<file path="src/include/fps_regs.vh">
/*
 * command codes, timing figures and bus widths for the flash program/verify host sequencer.
 * assumes a 100 MHz clock_i; included by bare name from the src files.
 */
`ifndef FPS_REGS_VH
`define FPS_REGS_VH

`define FPS_CMD_READ        8'h00
`define FPS_CMD_PGM_SETUP   8'h40
`define FPS_CMD_PGM_VERIFY  8'hc0
`define FPS_CMD_ERS_VERIFY  8'ha0
`define FPS_CMD_RESET       8'hff
`define FPS_DATA_ERASED     8'hff

`define FPS_ADDR_W          17
`define FPS_DATA_W          8

`define FPS_CLK_MHZ         100
`define FPS_PGM_PULSE_US    10
`define FPS_RECOVERY_US     6
`define FPS_PGM_PULSE_CYC   (`FPS_PGM_PULSE_US * `FPS_CLK_MHZ)
`define FPS_RECOVERY_CYC    (`FPS_RECOVERY_US * `FPS_CLK_MHZ)
`define FPS_MAX_PULSES      5'h19
`define FPS_CNT_W           11

`define FPS_BUS_SETUP_CYC   11'h003
`define FPS_BUS_STROBE_CYC  11'h006
`define FPS_BUS_HOLD_CYC    11'h003

`endif

</file>
<file path="src/fps_bus_cycle.v">
/*
 * one asynchronous write or read cycle on the flash bus.
 * assumes the flash latches address on falling strobe and data on rising strobe.
 */
`timescale 1ns/10ps
`default_nettype none
`include "fps_regs.vh"
module fps_bus_cycle
(
    // system
    input  wire                     clock_i,
    input  wire                     sys_rst_i,
    // request
    input  wire                     start_i,
    input  wire                     read_i,
    input  wire [`FPS_ADDR_W-1:0]   addr_i,
    input  wire [`FPS_DATA_W-1:0]   data_i,
    output reg                      done_o,
    output reg  [`FPS_DATA_W-1:0]   rdata_o,
    // flash pins
    output reg  [`FPS_ADDR_W-1:0]   fl_addr_o,
    output reg  [`FPS_DATA_W-1:0]   fl_dq_o,
    output reg                      fl_dq_oe_o,
    input  wire [`FPS_DATA_W-1:0]   fl_dq_i,
    output reg                      fl_we_n_o,
    output reg                      fl_oe_n_o,
    output reg                      fl_ce_n_o,
    // rising write strobe seen
    output reg                      we_rise_o
);
    localparam ST_IDLE  = 2'h0;
    localparam ST_SETUP = 2'h1;
    localparam ST_STRB  = 2'h2;
    localparam ST_HOLD  = 2'h3;

    reg [1:0]             state_ff;
    reg [`FPS_CNT_W-1:0]  cnt_ff;
    reg                   rd_ff;

    always @(posedge clock_i)
    begin
        done_o    <= 1'b0;
        we_rise_o <= 1'b0;
        if (sys_rst_i)
        begin
            state_ff   <= ST_IDLE;
            cnt_ff     <= {`FPS_CNT_W{1'b0}};
            rd_ff      <= 1'b0;
            rdata_o    <= {`FPS_DATA_W{1'b0}};
            fl_addr_o  <= {`FPS_ADDR_W{1'b0}};
            fl_dq_o    <= {`FPS_DATA_W{1'b0}};
            fl_dq_oe_o <= 1'b0;
            fl_we_n_o  <= 1'b1;
            fl_oe_n_o  <= 1'b1;
            fl_ce_n_o  <= 1'b1;
        end
        else
        begin
            case (state_ff)
                ST_IDLE:
                    if (start_i)
                    begin
                        rd_ff      <= read_i;
                        fl_addr_o  <= addr_i;
                        fl_dq_o    <= data_i;
                        fl_dq_oe_o <= ~read_i;
                        fl_ce_n_o  <= 1'b0;
                        cnt_ff     <= `FPS_BUS_SETUP_CYC;
                        state_ff   <= ST_SETUP;
                    end
                ST_SETUP:
                    if (cnt_ff == {`FPS_CNT_W{1'b0}})
                    begin
                        fl_we_n_o <= rd_ff;
                        fl_oe_n_o <= ~rd_ff;
                        cnt_ff    <= `FPS_BUS_STROBE_CYC;
                        state_ff  <= ST_STRB;
                    end
                    else
                        cnt_ff <= cnt_ff - 1'b1;
                ST_STRB:
                    if (cnt_ff == {`FPS_CNT_W{1'b0}})
                    begin
                        if (rd_ff)
                            rdata_o <= fl_dq_i;
                        we_rise_o <= ~rd_ff;
                        fl_we_n_o <= 1'b1;
                        fl_oe_n_o <= 1'b1;
                        cnt_ff    <= `FPS_BUS_HOLD_CYC;
                        state_ff  <= ST_HOLD;
                    end
                    else
                        cnt_ff <= cnt_ff - 1'b1;
                ST_HOLD:
                    if (cnt_ff == {`FPS_CNT_W{1'b0}})
                    begin
                        fl_dq_oe_o <= 1'b0;
                        fl_ce_n_o  <= 1'b1;
                        done_o     <= 1'b1;
                        state_ff   <= ST_IDLE;
                    end
                    else
                        cnt_ff <= cnt_ff - 1'b1;
                default:
                    state_ff <= ST_IDLE;
            endcase
        end
    end
endmodule
`default_nettype wire

</file>
<file path="src/fps_host.v">
/*
 * host sequencer: programs and verifies one byte, erase-verifies one byte, masks, resets.
 * assumes the caller ramps the high programming supply and reports it on vpp_ok_i.
 */
`timescale 1ns/10ps
`default_nettype none
`include "fps_regs.vh"
// Operation
// - host keeps target byte, compares, reprograms on mismatch, finishes on match.
// - at most 25 program pulses per byte, then report failure.
// - host times 10 us from rising strobe of program write.
// - host writes C0h after pulse delay to end it and stage verify.
// - host waits 6 us after any verify command before reading.
// - host writes reset after each program sequence.
// - host ends pulse on delay expiry or before serving an interrupt.
// - erase pulse 10 ms with erase-verify after each; not sequenced here.
// - host masks an erased device by writing read command 00h.
// - after setup, reset must be written twice to abort.
// - host always sends reset twice in a row.
// - erase-verify A0h carries the byte address and stages it.
module fps_host
(
    // system
    input  wire                     clock_i,
    input  wire                     sys_rst_i,
    // user request
    input  wire                     prog_req_i,
    input  wire                     ev_req_i,
    input  wire                     mask_req_i,
    input  wire                     reset_req_i,
    input  wire                     irq_pending_i,
    input  wire                     vpp_ok_i,
    input  wire [`FPS_ADDR_W-1:0]   addr_i,
    input  wire [`FPS_DATA_W-1:0]   data_i,
    // user answer
    output reg                      busy_o,
    output reg                      done_o,
    output reg                      pass_o,
    output reg  [`FPS_DATA_W-1:0]   rdata_o,
    output reg  [4:0]               pulses_o,
    // flash pins
    output wire [`FPS_ADDR_W-1:0]   fl_addr_o,
    output wire [`FPS_DATA_W-1:0]   fl_dq_o,
    output wire                     fl_dq_oe_o,
    input  wire [`FPS_DATA_W-1:0]   fl_dq_i,
    output wire                     fl_we_n_o,
    output wire                     fl_oe_n_o,
    output wire                     fl_ce_n_o
);
    localparam ST_IDLE   = 4'h0;
    localparam ST_SETUP  = 4'h1;
    localparam ST_PROG   = 4'h2;
    localparam ST_PULSE  = 4'h3;
    localparam ST_VCMD   = 4'h4;
    localparam ST_RECOV  = 4'h5;
    localparam ST_READ   = 4'h6;
    localparam ST_RST1   = 4'h7;
    localparam ST_RST2   = 4'h8;
    localparam ST_FINISH = 4'h9;
    localparam ST_MASK   = 4'ha;
    // timer loads, cut to counter width below
    localparam [31:0] PULSE_LOAD = `FPS_PGM_PULSE_CYC - 1;
    localparam [31:0] RECOV_LOAD = `FPS_RECOVERY_CYC - 1;

    reg [3:0]             state_ff;
    reg                   ers_ff;
    reg                   ok_ff;
    reg [`FPS_ADDR_W-1:0] addr_ff;
    reg [`FPS_DATA_W-1:0] want_ff;
    reg [`FPS_CNT_W-1:0]  tmr_ff;
    reg [2:0]             irq_sync_ff;
    reg [2:0]             vpp_sync_ff;
    reg                   irq_ff;
    reg                   vpp_ff;

    // bus cycle request
    reg                   bc_start_ff;
    reg                   bc_read_ff;
    reg [`FPS_DATA_W-1:0] bc_data_ff;
    wire                  bc_done;
    wire                  bc_rise;
    wire [`FPS_DATA_W-1:0] bc_rdata;

    fps_bus_cycle u_bus
    (
        .clock_i    (clock_i),
        .sys_rst_i  (sys_rst_i),
        .start_i    (bc_start_ff),
        .read_i     (bc_read_ff),
        .addr_i     (addr_ff),
        .data_i     (bc_data_ff),
        .done_o     (bc_done),
        .rdata_o    (bc_rdata),
        .fl_addr_o  (fl_addr_o),
        .fl_dq_o    (fl_dq_o),
        .fl_dq_oe_o (fl_dq_oe_o),
        .fl_dq_i    (fl_dq_i),
        .fl_we_n_o  (fl_we_n_o),
        .fl_oe_n_o  (fl_oe_n_o),
        .fl_ce_n_o  (fl_ce_n_o),
        .we_rise_o  (bc_rise)
    );

    // pin-level inputs, agreed on stages two and three
    always @(posedge clock_i)
    begin
        if (sys_rst_i)
        begin
            irq_sync_ff <= 3'h0;
            vpp_sync_ff <= 3'h0;
            irq_ff      <= 1'b0;
            vpp_ff      <= 1'b0;
        end
        else
        begin
            irq_sync_ff <= {irq_sync_ff[1:0], irq_pending_i};
            vpp_sync_ff <= {vpp_sync_ff[1:0], vpp_ok_i};
            if (irq_sync_ff[1] == irq_sync_ff[2])
                irq_ff <= irq_sync_ff[2];
            if (vpp_sync_ff[1] == vpp_sync_ff[2])
                vpp_ff <= vpp_sync_ff[2];
        end
    end

    always @(posedge clock_i)
    begin
        bc_start_ff <= 1'b0;
        done_o      <= 1'b0;
        if (sys_rst_i)
        begin
            state_ff   <= ST_IDLE;
            ers_ff     <= 1'b0;
            ok_ff      <= 1'b0;
            addr_ff    <= {`FPS_ADDR_W{1'b0}};
            want_ff    <= {`FPS_DATA_W{1'b0}};
            tmr_ff     <= {`FPS_CNT_W{1'b0}};
            bc_read_ff <= 1'b0;
            bc_data_ff <= {`FPS_DATA_W{1'b0}};
            busy_o     <= 1'b0;
            pass_o     <= 1'b0;
            rdata_o    <= {`FPS_DATA_W{1'b0}};
            pulses_o   <= 5'h0;
        end
        else
        begin
            case (state_ff)
                ST_IDLE:
                begin
                    busy_o     <= 1'b0;
                    bc_read_ff <= 1'b0;
                    addr_ff    <= addr_i;
                    want_ff    <= data_i;
                    if (reset_req_i)
                    begin
                        busy_o   <= 1'b1;
                        ok_ff    <= 1'b1;
                        state_ff <= ST_RST1;
                    end
                    else if (mask_req_i)
                    begin
                        busy_o      <= 1'b1;
                        bc_data_ff  <= `FPS_CMD_READ;
                        bc_start_ff <= 1'b1;
                        state_ff    <= ST_MASK;
                    end
                    else if ((prog_req_i || ev_req_i) && !vpp_ff)
                    begin
                        pass_o <= 1'b0;
                        done_o <= 1'b1;
                    end
                    else if (prog_req_i)
                    begin
                        busy_o      <= 1'b1;
                        ers_ff      <= 1'b0;
                        pulses_o    <= 5'h0;
                        bc_data_ff  <= `FPS_CMD_PGM_SETUP;
                        bc_start_ff <= 1'b1;
                        state_ff    <= ST_SETUP;
                    end
                    else if (ev_req_i)
                    begin
                        busy_o      <= 1'b1;
                        ers_ff      <= 1'b1;
                        want_ff     <= `FPS_DATA_ERASED;
                        bc_data_ff  <= `FPS_CMD_ERS_VERIFY;
                        bc_start_ff <= 1'b1;
                        state_ff    <= ST_VCMD;
                    end
                end
                ST_SETUP:
                    if (bc_done)
                    begin
                        bc_data_ff  <= want_ff;
                        bc_start_ff <= 1'b1;
                        pulses_o    <= pulses_o + 5'h1;
                        state_ff    <= ST_PROG;
                    end
                ST_PROG:
                    if (bc_rise)
                    begin
                        tmr_ff   <= PULSE_LOAD[`FPS_CNT_W-1:0];
                        state_ff <= ST_PULSE;
                    end
                ST_PULSE:
                    if (!fl_ce_n_o || tmr_ff != {`FPS_CNT_W{1'b0}})
                    begin
                        if (tmr_ff != {`FPS_CNT_W{1'b0}})
                            tmr_ff <= tmr_ff - 1'b1;
                        // early end before serving interrupt
                        if (irq_ff && !bc_start_ff && tmr_ff != {`FPS_CNT_W{1'b0}})
                        begin
                            tmr_ff <= {`FPS_CNT_W{1'b0}};
                        end
                    end
                    else
                    begin
                        bc_data_ff  <= `FPS_CMD_PGM_VERIFY;
                        bc_start_ff <= 1'b1;
                        state_ff    <= ST_VCMD;
                    end
                ST_VCMD:
                    if (bc_done)
                    begin
                        tmr_ff   <= RECOV_LOAD[`FPS_CNT_W-1:0];
                        state_ff <= ST_RECOV;
                    end
                ST_RECOV:
                    if (tmr_ff == {`FPS_CNT_W{1'b0}})
                    begin
                        bc_read_ff  <= 1'b1;
                        bc_start_ff <= 1'b1;
                        state_ff    <= ST_READ;
                    end
                    else
                        tmr_ff <= tmr_ff - 1'b1;
                ST_READ:
                    if (bc_done)
                    begin
                        bc_read_ff <= 1'b0;
                        rdata_o    <= bc_rdata;
                        if (bc_rdata == want_ff || ers_ff
                            || pulses_o == `FPS_MAX_PULSES)
                        begin
                            ok_ff    <= (bc_rdata == want_ff);
                            state_ff <= ST_RST1;
                        end
                        else
                        begin
                            bc_data_ff  <= `FPS_CMD_PGM_SETUP;
                            bc_start_ff <= 1'b1;
                            state_ff    <= ST_SETUP;
                        end
                    end
                ST_RST1:
                begin
                    bc_data_ff  <= `FPS_CMD_RESET;
                    bc_start_ff <= 1'b1;
                    state_ff    <= ST_RST2;
                end
                ST_RST2:
                    if (bc_done)
                    begin
                        bc_start_ff <= 1'b1;
                        state_ff    <= ST_FINISH;
                    end
                ST_FINISH, ST_MASK:
                    if (bc_done)
                    begin
                        pass_o   <= (state_ff == ST_MASK) ? 1'b1 : ok_ff;
                        done_o   <= 1'b1;
                        busy_o   <= 1'b0;
                        state_ff <= ST_IDLE;
                    end
                default:
                    state_ff <= ST_IDLE;
            endcase
        end
    end
endmodule
`default_nettype wire

</file>
<file path="config.mk">
export PLATFORM = sky130hd
export DESIGN_NAME = fps_host
export DESIGN_NICKNAME = d
export VERILOG_FILES = /design/src/fps_bus_cycle.v /design/src/fps_host.v
export VERILOG_INCLUDE_DIRS = /design/src /design/src/include
export SDC_FILE = /design/constraint.sdc
export NUM_CORES = 1
export LEC_CHECK = 0
export CAP_MARGIN = 5
export CORE_MARGIN = 1
export CORE_UTILIZATION = 30
export CTS_CLUSTER_DIAMETER = 80
export DETAILED_ROUTE_END_ITERATION = 8
export DONT_BUFFER_PORTS = 1
export PLACE_DENSITY = 0.46
export RECOVER_POWER = 50
export SYNTH_ARGS = -nofsm -noshare
export SYNTH_HDL_FRONTEND = slang
export SYNTH_SLANG_ARGS = --single-unit
</file>
<file path="constraint.sdc">
create_clock -name clock_i -period 2.6 [get_ports clock_i]
set_clock_uncertainty 0.15 [all_clocks]
set_input_delay 0.52 -clock clock_i [delete_from_list [all_inputs] [get_ports clock_i]]
set_output_delay 0.52 -clock clock_i [all_outputs]
set_load 0.02 [all_outputs]
</file>
### After elaboration in Yosys (flattened, before gate mapping)

Cells that the tools add are included.

| word-level totals | value |
|---|---|
| bits in registers | 129 |
| word-level logic and storage cells | 226 |

| operators by class | value |
|---|---|
| $add $sub $neg | 3 |
| muxes and demuxes | 96 |
| equality and inequality tests | 45 |
| reduce and logical (&&, ||, !) cells | 44 |
| bitwise operators | 8 |

Operators with widths:

| operator | count |
|---|---|
| $mux W8 | 14 |
| $mux W11 | 10 |
| $pmux W11 S4 | 2 |
| $mux W4 | 13 |
| $pmux W4 S10 | 1 |
| $pmux W8 S5 | 1 |
| $mux W1 | 33 |
| $ne A2 B2 Y1 const B | 14 |
| $mux W5 | 5 |
| $logic_not A11 Y1 | 2 |
| $sub A11 B1 Y11 const B | 2 |
| $ne A2 B1 Y1 const B | 9 |
| $eq A4 B3 Y1 const B | 4 |
| $pmux W1 S2 | 8 |
| $eq A4 B4 Y1 const B | 3 |
| $reduce_and A3 Y1 | 4 |
| $reduce_and A6 Y1 | 2 |
| $reduce_bool A2 Y1 | 6 |
| $reduce_bool A11 Y1 | 1 |
| $pmux W5 S2 | 1 |
| $reduce_and A10 Y1 | 1 |
| $reduce_and A5 Y1 | 2 |
| $eq A4 B2 Y1 const B | 2 |
| $eq A8 B8 Y1 | 1 |
| other kinds (28) | 55 |

### Depth between registers and ports, before layout

Gate-level depths: netlist of run 1.

| depth | value |
|---|---|
| depth in word-level cells | 6 |
| mapped depth | 10 |
| gate-level depth less buffers | 8 |

### By module

Synthesis of run 1 repeated with hierarchy kept, for this count alone.

| second synthesis, totals | value |
|---|---|
| cell total of the unflattened synthesis | 739 |
| area, all modules | 6050.8 sq um |

Modules (own cells, without submodules):

| module | area an instance (sq um) | cells an instance | instances |
|---|---|---|---|
| fps_host | 3773.6 | 465 | 1 |
| fps_bus_cycle | 2277.2 | 274 | 1 |

### Worst setup path before layout of run 1

No wires, ideal clock.

| path | value |
|---|---|
| kind | register to register |
| start point | register tmr_ff[2] |
| end point | register bc_data_ff[0] |
| arrival | 1938 ps |
| required time | 2327 ps |
| path buffers | 1 |
| stages on the path, launching flop included | 7 |
| setup slack | 388 ps |
| path through | dfxtp_1 > or4_1 > nor4_2 > buf_4 > a21o_2 > nand4_4 > mux2_1 |

| between the ends | value |
|---|---|
| longest elaborated chain between the ends | 4 |

Ends and longest elaborated chain:

| element | RTL line | text |
|---|---|---|
| from (decl) | fps_host.v:70 | `` reg [`FPS_CNT_W-1:0] tmr_ff; `` |
| from (signal assigned) | fps_host.v:136 | `` tmr_ff <= {`FPS_CNT_W{1'b0}}; `` |
| from (signal assigned) | fps_host.v:201 | `` tmr_ff <= PULSE_LOAD[`FPS_CNT_W-1:0]; `` |
| from (signal assigned) | fps_host.v:208 | `tmr_ff <= tmr_ff - 1'b1;` |
| $reduce_bool A11 Y1 | fps_host.v:205 | `` if (!fl_ce_n_o \|\| tmr_ff != {`FPS_CNT_W{1'b0}}) `` |
| $logic_or A1 B1 Y1 | fps_host.v:205 |  |
| $ne A2 B2 Y1 (no source line) | n/a |  |
| $reduce_and A8 Y1 (no source line) | n/a |  |
| to (signal assigned) | fps_host.v:193 | `bc_data_ff <= want_ff;` |
| to (signal assigned) | fps_host.v:217 | `` bc_data_ff <= `FPS_CMD_PGM_VERIFY; `` |
| to (signal assigned) | fps_host.v:249 | `` bc_data_ff <= `FPS_CMD_PGM_SETUP; `` |
| to (decl) | fps_host.v:79 | `` reg [`FPS_DATA_W-1:0] bc_data_ff; `` |

No other way between the ends.
A chain may end at the register's enable or synchronous reset.

### Worst setup path after layout of run 1

| path | value |
|---|---|
| start point | register state_ff[1] |
| end point | register state_ff[1] |

| between the ends | value |
|---|---|
| longest elaborated chain between the ends | 4 |

Ends and longest elaborated chain:

| element | RTL line | text |
|---|---|---|
| from (decl) | fps_host.v:65 | `reg [3:0] state_ff;` |
| from (signal assigned) | fps_host.v:131 | `state_ff <= ST_IDLE;` |
| from (signal assigned) | fps_host.v:157 | `state_ff <= ST_RST1;` |
| from (signal assigned) | fps_host.v:164 | `state_ff <= ST_MASK;` |
| $eq A4 B4 Y1 | fps_host.v:146 | `case (state_ff)` |
| $reduce_or A2 Y1 | fps_host.v:146 |  |
| $ne A2 B1 Y1 (no source line) | n/a |  |
| $reduce_and A10 Y1 (no source line) | n/a |  |

Parallel ways exist; a longest one is shown, timed or not.

==> metrics.log, run 1 <==
INFO  metric synth_seq_cells = 129
INFO  metric maxClockFrequency = 411 MHz
INFO  metric fin_hold_ws = 45.1 ps
INFO  metric worst-slew-pin-transition = 637 ps
INFO  metric place_hpwl = 10400 um
INFO  metric fp.coreArea = 18900 um2
INFO  metric worst_slew_margin_rel = 57.5%
INFO  metric startpoint_type = register
INFO  metric outcome = finished, final reports clean
INFO  metric fin_tns_setup = 0 ps
INFO  metric drc = 0
INFO  metric final_net_count = 771
INFO  metric grtUsageTotal = 15.7%
INFO  metric routed_wirelength = 15100 um
INFO  metric grt_first_pass_wirelength = 24600 um
INFO  metric clk_path_buf_depth = 2
INFO  metric synth_sequential_area_ratio = 44.1%
INFO  metric placement.cell_area = 6180 um2
INFO  metric number_of_global_route_vias_before_repair = 4818
INFO  metric pre_antenna_drt_iters = 5
INFO  metric synth_largest_type_area_fraction = 44.1%
INFO  metric congestion_overflow_gr = 0
INFO  metric synthCells = 719
INFO  metric post_synth_num_cell_types = 66
INFO  metric layout-drive-gt1-share = 9.02%
INFO  metric design_power_total = 8.14 mW
INFO  metric synth_area_leader_cell = sky130_fd_sc_hd__dfxtp_1
INFO  metric io_buffer_count = 0
INFO  metric report.final.hold_viol_count = 0
INFO  metric dieArea = 20100 um2
INFO  metric final.min_clock_period = 2430 ps
INFO  metric worst_endpoint_data_arrival_time = 2570 ps
INFO  metric area_delta_synth_final = 15.5%
INFO  metric setup_repair_after_global_routing_missed_its_margin = no
INFO  metric fin_crit_sh = 93.6%
INFO  metric criticalPathCategory = reg2reg
INFO  metric cap_viol_max_count = 0
INFO  metric gpl.final_weighted_congestion = 0.862
INFO  metric cts_made_buffers = 17
INFO  metric finalMaxSlewViolations = 0
INFO  metric detail-route-antenna-nets = 0
INFO  metric route.detailed.wl_per_inst = 15.2 um
INFO  metric post_drt_via_cell_ratio = 5.03
INFO  metric cp_max_fo = 10
INFO  metric worst_path_largest_cell_delay = 530 ps
INFO  metric ys.flop_type = sky130_fd_sc_hd__dfxtp_1
INFO  metric ir_drop = 571 uV
INFO  metric antenna_cells_inserted = 0
INFO  metric grt_start_max_net_pins = 113
INFO  metric endpoint_kind = register
INFO  metric timing.reg2reg.worst_path_depth = 7
INFO  metric power_per_cell_area = 1200 nW/um2
INFO  metric timing.reg2reg.setup_slack = 170 ps
INFO  metric clock_tree.root_cell = sky130_fd_sc_hd__clkbuf_16
INFO  metric numClockSinks = 129
INFO  metric rr_startpoint = state_ff[1]$_SDFFE_PP0P_
INFO  metric die_height = 142 um
INFO  metric required_time_of_the_critical_path = 2730 ps
INFO  metric timing.final.setup_violations = 0
INFO  metric fp.dieW = 142 um
INFO  metric power.static_leakage = 2.61 nW
INFO  metric initial_utilization = 31.0%
INFO  metric grt_antenna_before_repair = 0
INFO  metric synth.cell_area = 5850 um2
INFO  metric final_cell_area = 6760 um2
INFO  metric synth_fp_nets = 771
INFO  metric clkLatencyLatePin = 420 ps
INFO  metric via_count = 4990
INFO  metric crit_path_cells = buf_4, nand2_1, a32o_1, a2111oi_0, nand3_2, a31oi_1, a221oi_1
INFO  metric ios = 86
INFO  metric timing.hold.worst_path_depth = 1
INFO  metric crit_slowest_cell = sky130_fd_sc_hd__dfxtp_1
INFO  metric drtIter0Drc = 362
INFO  metric synth_enable_flop_cells = 0
INFO  metric fp-row-count = 50
INFO  metric clk_pin_slew = 60 ps
INFO  metric yosysWarningCount = 0
INFO  metric worst_r2r_endpoint = state_ff[1]$_SDFFE_PP0P_
INFO  metric postSynthAreaPerCell = 8.14 um2
INFO  metric min_to = irq_sync_ff[1]$_SDFF_PP0_
INFO  metric min_from = sys_rst_i
INFO  metric crit_start = state_ff[1]$_SDFFE_PP0P_
INFO  metric h-tree-depth = 4
INFO  metric async_flop_share = 0%
INFO  metric synth_area_leaders = sky130_fd_sc_hd__dfxtp_1 (44%), sky130_fd_sc_hd__nand2_1 (7.6%), sky130_fd_sc_hd__a21oi_1 (6.9%), sky130_fd_sc_hd__nor2_1 (6.2%), sky130_fd_sc_hd__mux2i_1 (3.4%)
INFO  metric min-delay-path-class = in2reg
INFO  metric clock_tree_from_tritoncts = built
[report_power, final]
group          switching [mW]  leakage [nW]  internal (mW)  total, mW
clock network           0.901         0.283           1.46       2.37
logic                    1.90          1.27           1.17       3.07
registers               0.365          1.05           2.34       2.70
total                    3.17          2.61           4.97       8.14
[sequential cells by signal (all words and copies together) (netlist names), 8 cells and up]
register,cells
rdata_o,8
bc_data_ff,8
u_bus.fl_addr_o,17
u_bus.cnt_ff,11
u_bus.rdata_o,8
u_bus.fl_dq_o,8
addr_ff,17
want_ff,8
tmr_ff,11
[cell usage after synthesis, types with 4 or more instances]
cell,instances
sky130_fd_sc_hd__dfxtp_1,129
sky130_fd_sc_hd__nand2_1,118
sky130_fd_sc_hd__nor2_1,96
sky130_fd_sc_hd__a21oi_1,81
sky130_fd_sc_hd__clkbuf_1,31
sky130_fd_sc_hd__nor3_1,26
sky130_fd_sc_hd__o21ai_0,21
sky130_fd_sc_hd__mux2i_1,20
sky130_fd_sc_hd__nor2b_1,18
sky130_fd_sc_hd__inv_1,15
sky130_fd_sc_hd__xor2_1,14
sky130_fd_sc_hd__ha_1,11
sky130_fd_sc_hd__a211oi_1,10
sky130_fd_sc_hd__nand3_1,10
sky130_fd_sc_hd__nand2b_1,9
sky130_fd_sc_hd__xnor2_1,9
sky130_fd_sc_hd__buf_1,6
sky130_fd_sc_hd__mux2_1,6
sky130_fd_sc_hd__nor4_1,5
sky130_fd_sc_hd__a221oi_1,4
sky130_fd_sc_hd__a22oi_1,4
sky130_fd_sc_hd__a31oi_1,4
sky130_fd_sc_hd__buf_2,4
sky130_fd_sc_hd__o21ai_1,4
sky130_fd_sc_hd__o21bai_1,4
[layer usage]
| metal | global-route usage, % | routed length, um |
|---|---|---|
| met3 | 5.16 | 859 |
| met2 | 24.0 | 6770 |
| met1 | 20.8 | 7250 |
| met5 | 0 | 0 |
| met4 | 4.75 | 197 |
[timing repair]
action / in CTS / in global routing
endpoints found under the setup margin: 0 / 0
resized for setup: 0 / 0
hold buffers: 1 / 0
setup buffers: 0 / 0
endpoints found under the hold margin: 13 / 0
[cells by family (layout without fill, tap and decap cells)]
kind of cell	count (synthesis)	in the layout	share of synthesized area, %
and+or+nand+nor	308	308	24.1
AOI/OAI and AO/OA	163	163	17.3
DFF	129	129	44.1
buffers and inverters	59	72	4.06
muxes	26	26	4.58
xor gates and xnor gates	23	23	3.44
adders and majority gates	11	11	2.35
[worst max path at each step]
stage / end / cells after the start / slack (ps)
floorplan: bc_data_ff[0]$_SDFFE_PP0P_ / 6 / 390
global placement: u_bus.rdata_o[3]$_SDFFE_PP0P_ / 7 / 270
detailed placement: state_ff[1]$_SDFFE_PP0P_ / 7 / 190
CTS: state_ff[1]$_SDFFE_PP0P_ / 7 / 200
global route: state_ff[1]$_SDFFE_PP0P_ / 7 / 30
finish: state_ff[1]$_SDFFE_PP0P_ / 7 / 170
[through the flow]
stage | util (%) | setup WS, ps | std cells
2_1_floorplan | - | 388 | 719
3_3_place_gp | 32.7 | 273 | 959
3_5_place_dp | 32.7 | 186 | 959
4_1_cts | 35.9 | 202 | 992
5_1_grt | 35.8 | 30.2 | 992
6_report | 35.8 | 166 | 992
[worst max-delay path: cells and delay by family, from the launching register on]
| family | cells | cell delay [ps] |
|---|---|---|
| compound gates | 4 | 1110 |
| flops | 1 | 530 |
| simple gates | 2 | 270 |
| buf+inv | 1 | 230 |
[layout make-up]
type | count | area [um2]
Timing Repair Buffer | 24 | 173
Clock buffer | 20 | 457
Clock inverter | 12 | 133
Sequential cell | 129 | 2580
Inverter | 16 | 60.1
Tap cell | 260 | 325
Fill cell | 1994 | 12100
Multi-Input combinational cell | 531 | 3030
[cell usage in the layout (no fill, tap or decap), types with 4 or more instances in the layout]
master,Yosys,final
sky130_fd_sc_hd__dfxtp_1,129,129
sky130_fd_sc_hd__nand2_1,118,118
sky130_fd_sc_hd__nor2_1,96,96
sky130_fd_sc_hd__a21oi_1,81,81
sky130_fd_sc_hd__nor3_1,26,26
sky130_fd_sc_hd__o21ai_0,21,21
sky130_fd_sc_hd__mux2i_1,20,20
sky130_fd_sc_hd__buf_4,1,20
sky130_fd_sc_hd__nor2b_1,18,18
sky130_fd_sc_hd__clkbuf_16,0,17
sky130_fd_sc_hd__inv_1,15,15
sky130_fd_sc_hd__xor2_1,14,14
sky130_fd_sc_hd__ha_1,11,11
sky130_fd_sc_hd__nand3_1,10,10
sky130_fd_sc_hd__a211oi_1,10,10
sky130_fd_sc_hd__xnor2_1,9,9
sky130_fd_sc_hd__nand2b_1,9,9
sky130_fd_sc_hd__mux2_1,6,6
sky130_fd_sc_hd__nor4_1,5,5
sky130_fd_sc_hd__a221oi_1,4,4
sky130_fd_sc_hd__o21ai_1,4,4
sky130_fd_sc_hd__a31oi_1,4,4
sky130_fd_sc_hd__o21bai_1,4,4
sky130_fd_sc_hd__a22oi_1,4,4
(Power assumes the default switching activity.)
==> inputs of run 2 (changes only) <==
Settings changed: RECOVER_POWER 50 to 100.
==> metrics.log, run 2 (synthesis results as in run 1) <==
INFO  metric fin_crit_sh = 93.3%
INFO  metric cts_made_buffers = 17
INFO  metric fp.dieW = 142 um
INFO  metric pre_antenna_drt_iters = 5
INFO  metric min-delay-path-class = in2reg
INFO  metric min_from = sys_rst_i
INFO  metric most_used_cells_in_the_layout_excluding_fill_and_tap_cells = sky130_fd_sc_hd__dfxtp_1 (129), sky130_fd_sc_hd__nand2_1 (118), sky130_fd_sc_hd__nor2_1 (96), sky130_fd_sc_hd__a21oi_1 (81), sky130_fd_sc_hd__nor3_1 (26)
INFO  metric fp-row-count = 50
INFO  metric worst_slew_margin_rel = 57.4%
INFO  metric grtUsageTotal = 15.7%
INFO  metric crit_start = state_ff[1]$_SDFFE_PP0P_
INFO  metric ios = 86
INFO  metric startpoint_type = register
INFO  metric grt_first_pass_wirelength = 24600 um
INFO  metric gpl.final_weighted_congestion = 0.862
INFO  metric worst-slew-pin-transition = 640 ps
INFO  metric io_buffer_count = 0
INFO  metric timing.final.setup_violations = 0
INFO  metric cts_post_setup_buffers_inserted = 0
INFO  metric via_count = 4979
INFO  metric cp_max_fo = 10
INFO  metric fin_tns_setup = 0 ps
INFO  metric layout-drive-gt1-share = 8.61%
INFO  metric finalMaxSlewViolations = 0
INFO  metric congestion_overflow_gr = 0
INFO  metric setup_repair_after_global_routing_missed_its_margin = no
INFO  metric h-tree-depth = 4
INFO  metric final_net_count = 771
INFO  metric power.static_leakage = 2.60 nW
INFO  metric timing.reg2reg.setup_slack = 170 ps
INFO  metric report.final.hold_viol_count = 0
INFO  metric placement.cell_area = 6180 um2
INFO  metric area_delta_synth_final = 15.3%
INFO  metric place_hpwl = 10400 um
INFO  metric drc = 0
INFO  metric leading_cell_type_in_the_layout_fill_and_taps_excluded = sky130_fd_sc_hd__dfxtp_1
INFO  metric fp.coreArea = 18900 um2
INFO  metric clock_tree.root_cell = sky130_fd_sc_hd__clkbuf_16
INFO  metric detail-route-antenna-nets = 0
INFO  metric grt_antenna_before_repair = 0
INFO  metric dieArea = 20100 um2
INFO  metric required_time_of_the_critical_path = 2720 ps
INFO  metric clock_tree_from_tritoncts = built
INFO  metric antenna_cells_inserted = 0
INFO  metric clk_path_buf_depth = 2
INFO  metric final.min_clock_period = 2430 ps
INFO  metric number_of_global_route_vias_before_repair = 4818
INFO  metric die_height = 142 um
INFO  metric initial_utilization = 31.0%
INFO  metric worst_endpoint_data_arrival_time = 2550 ps
INFO  metric ir_drop = 569 uV
INFO  metric routed_wirelength = 15000 um
INFO  metric final_core_util = 35.7%
INFO  metric clkLatencyLatePin = 420 ps
INFO  metric grt_start_max_net_pins = 113
INFO  metric numClockSinks = 129
INFO  metric clk_pin_slew = 60 ps
INFO  metric rr_startpoint = state_ff[1]$_SDFFE_PP0P_
INFO  metric maxClockFrequency = 412 MHz
INFO  metric criticalPathCategory = reg2reg
INFO  metric outcome = finished, final reports clean
INFO  metric biggestRegsByFlops = addr_ff (17), u_bus.fl_addr_o (17)
INFO  metric design_power_total = 8.09 mW
INFO  metric route.detailed.wl_per_inst = 15.2 um
INFO  metric cts-hold-fix-buffers = 1
INFO  metric power_per_cell_area = 1200 nW/um2
INFO  metric post_cts_resize_count = 0
INFO  metric drtIter0Drc = 405
INFO  metric fin_hold_ws = 47.1 ps
INFO  metric post_drt_via_cell_ratio = 5.02
INFO  metric final_cell_area = 6750 um2
INFO  metric cap_viol_max_count = 0
INFO  metric endpoint_kind = register
-- run 2: final timing paths --
| kind | cells past startpoint | endpoint |
|---|---|---|
| min | 1 | irq_sync_ff[1]$_SDFF_PP0_ |
| max reg2reg | 7 | state_ff[1]$_SDFFE_PP0P_ |
| min reg2reg | 2 | u_bus.fl_dq_o[6]$_SDFFE_PP0P_ |
| max | 7 | state_ff[1]$_SDFFE_PP0P_ |
-- run 2: metrics by stage --
step,setup slack (ps),std cells
after floorplan,388,719
after global placement,273,959
after detailed placement,186,959
after CTS,202,992
after global routing,24.9,992
final,174,992
-- run 2: critical path, cell delays in order (launching register included) --
cell	delay (ps)
sky130_fd_sc_hd__dfxtp_1	530
sky130_fd_sc_hd__buf_4	230
sky130_fd_sc_hd__nand2_1	60
sky130_fd_sc_hd__a32o_1	260
sky130_fd_sc_hd__a2111oi_0	490
sky130_fd_sc_hd__nand3_2	220
sky130_fd_sc_hd__a31oi_1	240
sky130_fd_sc_hd__a221oi_1	120
-- run 2: final cells by class --
cell class | instances | area (um2)
repair buffers | 24 | 164
multi-input cells | 531 | 3020
clock inverters | 12 | 133
fillers | 2000 | 12100
inverters | 16 | 60.1
well taps | 260 | 325
flip-flops and latches | 129 | 2580
clock buffers | 20 | 457
-- run 2: metal layers --
metal / wire length (um) / global-route usage (%)
met5: 0 / 0
met4: 203 / 4.75
met3: 858 / 5.16
met2: 6700 / 24.0
met1: 7280 / 20.8
-- run 2: power breakdown --
part           leakage, nW  switching (mW)  internal, mW
Sequential            1.05           0.363          2.34
Combinational         1.26            1.89          1.13
Clock                0.283           0.902          1.46
Total                 2.60            3.15          4.94
